--- src/pkg/adcav_pkg.sv ---
// Package for the averaging converter readout block.
// Assumes a single 25 MHz clock domain; shared by all design files.
package adcav_pkg;

  // ****************************************************************
  // Timing
  // ****************************************************************
  localparam int          CLK_PERIOD_NS   = 40;
  localparam int          SW_UNIT_NS      = 180;
  // Cycles per delay unit, least time so rounded up
  localparam int          SW_UNIT_CYC     = (SW_UNIT_NS + CLK_PERIOD_NS - 1) / CLK_PERIOD_NS;

  // ****************************************************************
  // Settings: ranges and reset values
  // ****************************************************************
  localparam logic [15:0] AVG_MIN         = 16'h0001;
  localparam logic [15:0] AVG_MAX         = 16'h00FE;
  localparam logic [15:0] AVG_RESET       = 16'h0001;
  localparam logic [15:0] OFS_MAX         = 16'hFFFE;
  localparam logic [15:0] OFS_RESET       = 16'h0000;
  localparam logic [15:0] MASK_RESET      = 16'hFFFF;
  localparam logic [15:0] DLY_MAX         = 16'hFFFE;
  localparam logic [15:0] DLY_RESET       = 16'h0001;
  localparam logic [11:0] RESULT_MAX      = 12'hFFF;

  // ****************************************************************
  // Types
  // ****************************************************************
  typedef enum logic [1:0] {
    ADCAV_P_AVG,
    ADCAV_P_OFS,
    ADCAV_P_MASK,
    ADCAV_P_DLY
  } adcav_param_e;

  typedef struct packed {
    adcav_param_e sel;
    logic [15:0]  value;
  } adcav_param_s;

  typedef struct packed {
    logic        init_ok;
    logic        busy;
    logic        uninit_err;
    logic        param_err;
  } adcav_status_s;

endpackage

--- src/verilog/adcav_readout.sv ---
// Averaging readout for a two-channel 12-bit converter.
// Assumes decoded host commands arrive as one-cycle strobes and the
// converter answers each sample request with one data-valid strobe.
//
// Behaviour
// - Init query answers with status and a true/false initialised flag.
// - Read answer carries status and a result from 0 to 4095.
// - Read names channel 0 or 1; only that channel is converted.
// - Averaging count accepts 1..254, resets to 1, sets samples per read.
// - Zero offset accepts 0..65534, resets to 0, applied to each sample.
// - Sample mask accepts 0..65535, resets to FFFF, applied before offset.
// - Switch delay 0..65534 units of 180ns, resets to 1, Revision A only.
// - Each read starts by clearing the 32-bit accumulator.
// - Channel recorded; on Revision A a change waits the switch delay.
// - Each sample takes a 12-bit converter value into a temporary register.
// - Sample ANDed with mask, written back to the temporary register.
// - Masked sample below offset becomes offset, else offset is subtracted.
// - Corrected sample added into the 32-bit accumulator.
// - Acquire, mask, correct, accumulate repeat for the configured count.
// - After the last sample, accumulator divided by count is returned.
`timescale 1ns/10ps
module adcav_readout
  import adcav_pkg::*;
(
  input  wire logic          clk_sys,
  input  wire logic          resetn,
  input  wire logic          rev_a,
  input  wire logic          converter_init_cmd,
  input  wire logic          init_query_cmd,
  input  wire logic          channel_read_cmd,
  input  wire logic          read_channel,
  input  wire logic          collection_param_cmd,
  input  wire adcav_param_s  param_in,
  output logic               conv_req,
  output logic               conv_channel,
  input  wire logic          conv_valid,
  input  wire logic [11:0]   conv_data,
  output logic               query_valid,
  output logic               query_initialised,
  output logic               read_valid,
  output logic [11:0]        read_result,
  output adcav_status_s      status,
  output logic               param_ack,
  output logic               param_reject,
  output logic [7:0]         avg_count,
  output logic [15:0]        zero_offset,
  output logic [15:0]        sample_mask,
  output logic [15:0]        switch_delay
);

  // ****************************************************************
  // Declarations
  // ****************************************************************
  typedef enum logic [2:0] {
    ADCAV_IDLE,
    ADCAV_SETTLE,
    ADCAV_ACQ,
    ADCAV_WAIT,
    ADCAV_DIV,
    ADCAV_DIVWAIT
  } adcav_state_e;

  adcav_state_e state_r;
  adcav_state_e state_nxt;

  logic        init_r;
  logic [7:0]  avg_r;
  logic [15:0] ofs_r;
  logic [15:0] mask_r;
  logic [15:0] dly_r;
  logic        cur_ch_r;
  logic        ch_valid_r;
  logic [31:0] acc_r;
  logic [7:0]  left_r;
  logic [15:0] dly_cnt_r;
  logic [2:0]  unit_cnt_r;
  logic        uerr_r;
  logic        perr_r;
  logic        qv_r;
  logic        rv_r;
  logic [11:0] res_r;
  logic        pack_r;
  logic        prej_r;
  logic        corr_valid;
  logic [15:0] corr_data;
  logic        div_done;
  logic [31:0] div_quo;

  // ****************************************************************
  // Parameter write decode
  // ****************************************************************
  // Range check for each selected setting
  wire [15:0] pval     = param_in.value;
  wire        avg_ok   = (pval >= AVG_MIN) && (pval <= AVG_MAX);
  wire        ofs_ok   = pval <= OFS_MAX;
  wire        dly_ok   = pval <= DLY_MAX;
  wire        p_in_rng = (param_in.sel == ADCAV_P_AVG)  ? avg_ok :
                         (param_in.sel == ADCAV_P_OFS)  ? ofs_ok :
                         (param_in.sel == ADCAV_P_DLY)  ? dly_ok : 1'b1;
  wire        busy     = state_r != ADCAV_IDLE;
  // Settings change only while idle; a write in a read's start cycle gives that read old sample count and delay, new offset, mask, divisor
  wire        p_write  = collection_param_cmd && p_in_rng && !busy;
  wire        p_bad    = collection_param_cmd && !p_write;
  wire        wr_avg   = p_write && (param_in.sel == ADCAV_P_AVG);
  wire        wr_ofs   = p_write && (param_in.sel == ADCAV_P_OFS);
  wire        wr_mask  = p_write && (param_in.sel == ADCAV_P_MASK);
  wire        wr_dly   = p_write && (param_in.sel == ADCAV_P_DLY);

  // ****************************************************************
  // Read control decode
  // ****************************************************************
  // Read accepted only when initialised and idle
  wire        rd_go    = channel_read_cmd && init_r && !busy;
  wire        rd_bad   = channel_read_cmd && !rd_go;
  // Delay needed on Revision A when the channel changes
  wire        ch_diff  = !ch_valid_r || (cur_ch_r != read_channel);
  wire        need_dly = rev_a && ch_diff && (dly_r != 16'h0000);
  wire        unit_end = unit_cnt_r == 3'(SW_UNIT_CYC - 1);
  wire        dly_end  = unit_end && (dly_cnt_r == 16'h0001);
  wire        last_smp = left_r == 8'h01;
  wire [31:0] acc_add  = acc_r + {16'h0000, corr_data};
  // Quotient can exceed 4095 when samples below offset take the offset value, so it is capped at RESULT_MAX
  wire [11:0] res_sat  = (div_quo > {20'h00000, RESULT_MAX}) ? RESULT_MAX
                                                            : div_quo[11:0];

  // ****************************************************************
  // Next-state logic
  // ****************************************************************
  // Sequence: settle, then per-sample request and wait, then divide
  always_comb
  begin
    state_nxt = state_r;
    case (state_r)
      ADCAV_IDLE:
        if (rd_go)
          state_nxt = need_dly ? ADCAV_SETTLE : ADCAV_ACQ;
      ADCAV_SETTLE:
        if (dly_end)
          state_nxt = ADCAV_ACQ;
      ADCAV_ACQ:
        state_nxt = ADCAV_WAIT;
      ADCAV_WAIT:
        if (corr_valid)
          state_nxt = last_smp ? ADCAV_DIV : ADCAV_ACQ;
      ADCAV_DIV:
        state_nxt = ADCAV_DIVWAIT;
      ADCAV_DIVWAIT:
        if (div_done)
          state_nxt = ADCAV_IDLE;
      default:
        state_nxt = ADCAV_IDLE;
    endcase
  end

  // ****************************************************************
  // State and settings registers
  // ****************************************************************
  // Power-up defaults, then range-checked writes
  always_ff @(posedge clk_sys or negedge resetn)
  begin
    if (!resetn)
    begin
      state_r <= ADCAV_IDLE;
      init_r  <= 1'b0;
      avg_r   <= AVG_RESET[7:0];
      ofs_r   <= OFS_RESET;
      mask_r  <= MASK_RESET;
      dly_r   <= DLY_RESET;
    end
    else
    begin
      state_r <= state_nxt;
      if (converter_init_cmd)
        init_r <= 1'b1;
      if (wr_avg)
        avg_r  <= pval[7:0];
      if (wr_ofs)
        ofs_r  <= pval;
      if (wr_mask)
        mask_r <= pval;
      if (wr_dly)
        dly_r  <= pval;
    end
  end

  // ****************************************************************
  // Channel, settle timer, accumulator
  // ****************************************************************
  // Channel recorded at read start; accumulator cleared there too
  always_ff @(posedge clk_sys or negedge resetn)
  begin
    if (!resetn)
    begin
      cur_ch_r   <= 1'b0;
      ch_valid_r <= 1'b0;
      acc_r      <= 32'h0000_0000;
      left_r     <= 8'h00;
      dly_cnt_r  <= 16'h0000;
      unit_cnt_r <= 3'h0;
    end
    else if (state_r == ADCAV_IDLE)
    begin
      unit_cnt_r <= 3'h0;
      if (rd_go)
      begin
        cur_ch_r   <= read_channel;
        ch_valid_r <= 1'b1;
        acc_r      <= 32'h0000_0000;
        left_r     <= avg_r;
        dly_cnt_r  <= dly_r;
      end
    end
    else if (state_r == ADCAV_SETTLE)
    begin
      // Each delay unit lasts SW_UNIT_CYC clocks
      unit_cnt_r <= unit_end ? 3'h0 : unit_cnt_r + 3'h1;
      if (unit_end)
        dly_cnt_r <= dly_cnt_r - 16'h0001;
    end
    else if ((state_r == ADCAV_WAIT) && corr_valid)
    begin
      acc_r  <= acc_add;
      left_r <= left_r - 8'h01;
    end
  end

  // ****************************************************************
  // Answers and status flags
  // ****************************************************************
  // One-cycle answer strobes; error flags sticky until next accepted command of the same kind
  always_ff @(posedge clk_sys or negedge resetn)
  begin
    if (!resetn)
    begin
      qv_r   <= 1'b0;
      rv_r   <= 1'b0;
      res_r  <= 12'h000;
      uerr_r <= 1'b0;
      perr_r <= 1'b0;
      pack_r <= 1'b0;
      prej_r <= 1'b0;
    end
    else
    begin
      qv_r   <= init_query_cmd;
      rv_r   <= (state_r == ADCAV_DIVWAIT) && div_done;
      if ((state_r == ADCAV_DIVWAIT) && div_done)
        res_r <= res_sat;
      pack_r <= p_write;
      prej_r <= p_bad;
      if (rd_bad)
        uerr_r <= 1'b1;
      else if (rd_go)
        uerr_r <= 1'b0;
      if (p_bad)
        perr_r <= 1'b1;
      else if (p_write)
        perr_r <= 1'b0;
    end
  end

  // ****************************************************************
  // Submodules
  // ****************************************************************
  adcav_sample_proc u_sample_proc (
    .clk_sys    (clk_sys),
    .resetn     (resetn),
    .raw_valid  (conv_valid && (state_r == ADCAV_WAIT)),
    .raw_data   (conv_data),
    .mask       (mask_r),
    .offset     (ofs_r),
    .corr_valid (corr_valid),
    .corr_data  (corr_data)
  );

  // Mean of the sum over the averaging count
  adcav_divider u_divider (
    .clk_sys    (clk_sys),
    .resetn     (resetn),
    .start      (state_r == ADCAV_DIV),
    .dividend   (acc_r),
    .divisor    (avg_r),
    .done       (div_done),
    .quotient   (div_quo)
  );

  // ****************************************************************
  // Outputs
  // ****************************************************************
  assign conv_req           = state_r == ADCAV_ACQ;
  assign conv_channel       = cur_ch_r;
  assign query_valid        = qv_r;
  assign query_initialised  = init_r;
  assign read_valid         = rv_r;
  assign read_result        = res_r;
  assign status.init_ok     = init_r;
  assign status.busy        = busy;
  assign status.uninit_err  = uerr_r;
  assign status.param_err   = perr_r;
  assign param_ack          = pack_r;
  assign param_reject       = prej_r;
  assign avg_count          = avg_r;
  assign zero_offset        = ofs_r;
  assign sample_mask        = mask_r;
  assign switch_delay       = dly_r;

endmodule

--- src/verilog/adcav_divider.sv ---
// Unsigned restoring divider: 32-bit dividend by 8-bit divisor.
// Assumes divisor non-zero; one quotient bit per clock, 32 clocks.
`timescale 1ns/10ps
module adcav_divider
  import adcav_pkg::*;
(
  input  wire logic        clk_sys,
  input  wire logic        resetn,
  input  wire logic        start,
  input  wire logic [31:0] dividend,
  input  wire logic [7:0]  divisor,
  output logic             done,
  output logic [31:0]      quotient
);

  // ****************************************************************
  // Iteration state
  // ****************************************************************
  logic [31:0] quo_r;
  logic [8:0]  rem_r;
  logic [7:0]  div_r;
  logic [5:0]  cnt_r;
  logic        run_r;
  logic        done_r;

  // Shift in next dividend bit and trial-subtract
  wire  [8:0]  rem_shift = {rem_r[7:0], quo_r[31]};
  wire         fits      = rem_shift >= {1'b0, div_r};
  wire  [8:0]  rem_sub   = rem_shift - {1'b0, div_r};

  // Restoring division truncates toward zero
  always_ff @(posedge clk_sys or negedge resetn)
  begin
    if (!resetn)
    begin
      quo_r  <= 32'h0000_0000;
      rem_r  <= 9'h000;
      div_r  <= 8'h00;
      cnt_r  <= 6'h00;
      run_r  <= 1'b0;
      done_r <= 1'b0;
    end
    else if (start)
    begin
      quo_r  <= dividend;
      rem_r  <= 9'h000;
      div_r  <= divisor;
      cnt_r  <= 6'h00;
      run_r  <= 1'b1;
      done_r <= 1'b0;
    end
    else if (run_r)
    begin
      quo_r  <= {quo_r[30:0], fits};
      rem_r  <= fits ? rem_sub : rem_shift;
      cnt_r  <= cnt_r + 6'h01;
      run_r  <= cnt_r != 6'h1F;
      done_r <= cnt_r == 6'h1F;
    end
    else
      done_r <= 1'b0;
  end

  assign done     = done_r;
  assign quotient = quo_r;

endmodule

--- src/verilog/adcav_sample_proc.sv ---
// Per-sample mask and zero-offset correction, registered.
// Assumes raw sample is held valid in the cycle its strobe is high.
`timescale 1ns/10ps
module adcav_sample_proc
  import adcav_pkg::*;
(
  input  wire logic        clk_sys,
  input  wire logic        resetn,
  input  wire logic        raw_valid,
  input  wire logic [11:0] raw_data,
  input  wire logic [15:0] mask,
  input  wire logic [15:0] offset,
  output logic             corr_valid,
  output logic [15:0]      corr_data
);

  // ****************************************************************
  // Correction
  // ****************************************************************
  logic [15:0] tmp_r;
  logic        tmp_v_r;
  logic [15:0] corr_r;
  logic        corr_v_r;

  // Temporary register holds the masked sample
  wire  [15:0] masked   = {4'h0, raw_data} & mask;
  // Below offset is replaced by the offset, else offset subtracted
  wire         below    = tmp_r < offset;
  wire  [15:0] adjusted = below ? offset : (tmp_r - offset);

  // Stage 1 captures masked raw sample, stage 2 corrects it
  always_ff @(posedge clk_sys or negedge resetn)
  begin
    if (!resetn)
    begin
      tmp_r    <= 16'h0000;
      tmp_v_r  <= 1'b0;
      corr_r   <= 16'h0000;
      corr_v_r <= 1'b0;
    end
    else
    begin
      tmp_v_r  <= raw_valid;
      if (raw_valid)
        tmp_r  <= masked;
      corr_v_r <= tmp_v_r;
      if (tmp_v_r)
        corr_r <= adjusted;
    end
  end

  assign corr_valid = corr_v_r;
  assign corr_data  = corr_r;

endmodule

--- config.mk ---
export PLATFORM = sky130hd
export DESIGN_NAME = adcav_readout
export DESIGN_NICKNAME = d
export VERILOG_FILES = /design/src/pkg/adcav_pkg.sv /design/src/verilog/adcav_readout.sv /design/src/verilog/adcav_divider.sv /design/src/verilog/adcav_sample_proc.sv
export SDC_FILE = /design/constraint.sdc
export NUM_CORES = 1
export LEC_CHECK = 0
export BUFFER_PORTS_ARGS = -buffer_cell sky130_fd_sc_hd__buf_2
export CAP_MARGIN = 0
export CORE_ASPECT_RATIO = 0.9
export CORE_MARGIN = 5
export CORE_UTILIZATION = 35
export CTS_BUF_LIST = sky130_fd_sc_hd__clkbuf_8
export DETAILED_ROUTE_END_ITERATION = 7
export GPL_TIMING_DRIVEN = 0
export PLACE_DENSITY = 0.53
export SLEW_MARGIN = 25
export SYNTH_ARGS = -nofsm -noshare
export SYNTH_HDL_FRONTEND = slang
export SYNTH_SLANG_ARGS = --single-unit
--- constraint.sdc ---
create_clock -name clk_sys -period 3 [get_ports clk_sys]
set_input_delay 0 -clock clk_sys [delete_from_list [all_inputs] [get_ports clk_sys]]
set_output_delay 0 -clock clk_sys [all_outputs]
set_load 0.01 [all_outputs]
==> results.toml <==
[place]
place_congestion = 0.9083
dp_hpwl_um = 25010
dpl_cell_area_um2 = 12890
io_buffers = 117

[power]
powerDensity_nw_per_um2 = 925.3
power_switching_w = 0.005320
intPower_w = 0.007759
pwr-share-comb = 0.415
total_power_w = 0.01308
p_leak_nw = 6.388
sw_frac_of_total = 0.4068
p_seq_frac = 0.364
vdd_drop_max_v = 0.0004002
pwr-share-clk = 0.221

[worst_setup_path]
end_kind = "flop"
crit_path_start = "acc_r[0]$_DFFE_PN0P_"
arrival_ns = 3.29
crit_path_max_fanout = 5
r2r_end = "acc_r[28]$_DFFE_PN0P_"
reg2regPathDepth = 9
slowest_delay_ns = 0.47
crit_type = "flop to flop"
crit_required_ns = 3.40
crit_family = "compound AO/OA/AOI/OAI gates"
cpMaxStageDelayCell = "a221o_2"
start_kind = "flop"
ff2ff_setup_slack_ns = 0.10
cp_num_buf_inv = 0
reg2reg_from = "acc_r[0]$_DFFE_PN0P_"
cp.depth = 9
path_cells = "ha_2, fa_2, a211oi_2, o211ai_1, a221o_2, a311o_1, nand4_1, xor2_1, nor2_1"

[synthesis]
syn_nets = 1276
synthMuxAreaShare = 0.08446
synth_top_area_frac = 0.4432
synthXorXnorAreaFrac = 0.03372
yosysWarnings = 0
syn_area_um2 = 11690
synthFlopType = "dfrtp_1"
synth_simple_gate_area_frac = 0.1506
synth_edf_count = 0
ys_top_cells_by_area = "dfrtp_1 (44%), o21ai_0 (6.0%), nand2_1 (4.7%), ha_1 (4.6%), mux2_2 (4.3%)"
yosysUniqueCellTypes = 73
async_reset_ff_frac = 1.000
ys_ff_latch = 225
synth_compound_area_frac = 0.1613
ys_seq_area_frac = 0.4836
synth_top_family_by_area = "compound AO/OA/AOI/OAI gates"
yosysTopAreaCell = "dfrtp_1"
synthAdderAreaFrac = 0.05117
synth_area_per_cell_um2 = 9.814
syn_inst = 1191

[final_layout]
syn_to_final_growth_pct = 20.93
antenna_cells = 0
fin_area_um2 = 14130
layout_commonest_cell = "dfrtp_1"
final_layout_size_suffix_gt1_frac = 0.1969
nNetsFinal = 1481
fillers = 3245
layout_common_cells = "dfrtp_1 (207), nand2_1 (145), o21ai_0 (139), buf_2 (122), nor2_1 (87)"

[timing]
fmax_ghz = 0.3452
finalCritPeriodShare = 0.9657
relSlewSlack = 0.3225
maxSlewViolCount = 0
holdWs_ns = 0.05291
grt_setup_unrepaired = "false"
worst_pin_slew_ns = 1.013
setup_viol_count_final = 0
period_needed_ns = 2.897
finalClockSkew_ns = 0.02412
finalHoldViolations = 0

[clock_network]
cts_made_buffers = 40
cts_max_level = 2
cts.sinks = 225
clock_latency_ns = 0.56
cts.reportedPaths.clkPinSlew_ns = 0.06
clockBufferDepth = 3
tritoncts = "built"
root_buffer = "clkbuf_8"

[grt]
grt_max_degree = 80
antenna_found_initial = 0
globalRouteTotalUtil = 0.1853
grt_pass1_vias = 9747
grt_pass1_wl_um = 55500
overflow = 0

[detailed_routing]
viasPerCell = 5.289
ant_nets = 0
drt-total-wl_um = 34550
drt_iter0_markers = 776
wire_per_inst_um = 18.68
firstDrtPassIters = 5
drc = 0
via_count = 9779

[floorplanning]
die_y_um = 183.4
die_x_um = 202.6
die-area_um2 = 37160
rows = 63
ioPinCount = 118
core_area_um2 = 32950
start_util = 0.3548

[outcome]
status = "completed"

[run]
cap_viol_max_count = 0

[worst_hold_path]
hp-class = "primary input to async pin"
[worst max-delay path by stage]
| stage | to | slack [ns] |
|---|---|---|
| 6_report | acc_r[28]$_DFFE_PN0P_ | 0.10 |
| 5_1_grt | acc_r[28]$_DFFE_PN0P_ | 0.005 |
| 4_1_cts | acc_r[28]$_DFFE_PN0P_ | 0.02 |
| 3_5_place_dp | acc_r[28]$_DFFE_PN0P_ | -0.06 |
| 3_3_place_gp | param_ack$_DFF_PN0_ | -2.33 |
| 2_1_floorplan | acc_r[28]$_DFFE_PN0P_ | 0.39 |
[power groups by stage]
stage                     sequential [W]  combinational, W  clock [W]
after floorplan                  0.00457           0.00380          0
after global placement           0.00478           0.00522          0
after detailed placement         0.00479           0.00529          0
after CTS                        0.00475           0.00541    0.00299
after global routing             0.00486           0.00611    0.00314
final                            0.00476           0.00543    0.00289
[sequential cells by signal, indices dropped and copies added (netlist names), 3 cells and up]
| name | flops |
|---|---|
| acc_r | 32 |
| u_divider.quotient | 32 |
| dly_cnt_r | 16 |
| sample_mask | 16 |
| switch_delay | 16 |
| u_sample_proc.corr_data | 16 |
| zero_offset | 16 |
| read_result | 12 |
| u_sample_proc.tmp_r | 12 |
| avg_count | 8 |
| left_r | 8 |
| u_divider.div_r | 8 |
| u_divider.rem_r | 8 |
| u_divider.cnt_r | 6 |
| state_r | 3 |
| unit_cnt_r | 3 |
[per-layer routing]
metal	vias up	wire length, um	global-route usage
li1	4691	-	-
met2	276	14720	0.2734
met3	61	1946	0.03678
met5	-	0	0
met4	0	706	0.05023
met1	4751	17180	0.2781
[cells in the mapped netlist, drive strengths merged (8+ instances only)]
master,count
dfrtp,207
clkbuf,39
and3,8
nor3,24
inv,46
a21o,11
a211oi,8
xnor2,22
o211ai,9
mux2i,45
o21ai,143
o22a,13
o21a,8
nor4,19
a21oi,67
buf,16
nand4,13
nand3,30
nor2,87
nand2,145
nor2b,8
ha,43
mux2,47
xor2,23
dfstp,18
[metrics by stage]
stage	std cells	TNS [ns]	setup WS [ns]	util
after global placement	1730	-491.29	-2.329	0.3885
after floorplan	1191	0	0.3888	-
after detailed placement	1733	-0.1532	-0.05880	0.3914
after CTS	1849	0	0.01971	0.4284
final	1849	0	0.1030	0.4290
after global routing	1849	0	0.005279	0.4290
[tightest hold or removal path: cells and delay by family]
kind	cells	cell delay (ns)
buf+inv	3	1.02
[repair_timing]
item                                   in CTS  in global routing
setup endpoints to repair                   7                 10
hold buffers                               41                  0
setup buffers                               2                  0
endpoints found under the hold margin     177                  0
resized for setup                           0                  6
pin swaps                                   3                  2
[final cells by class]
class                           count  area, um^2  share of cell area
Clock buffer                       45       619.3             0.04382
Buffer                             55       240.2             0.01700
Tap cell                          422       528.0             0.03736
Inverter                           46       172.7             0.01222
Sequential cell                   225        5653              0.3999
Clock inverter                     28       175.2             0.01239
Timing Repair Buffer              163        1104             0.07807
Multi-Input combinational cell    865        5643              0.3992
[cells by family (layout without fill, tap and decap cells)]
kind of cell,after synthesis,after routing
AOI/OAI and AO/OA,309,309
xor gates and xnor gates,45,45
adders and majority gates,46,46
buffers and inverters,101,337
DFF,225,225
muxes,92,92
and+or+nand+nor,373,373
Power figures use the tool's default switching activity.
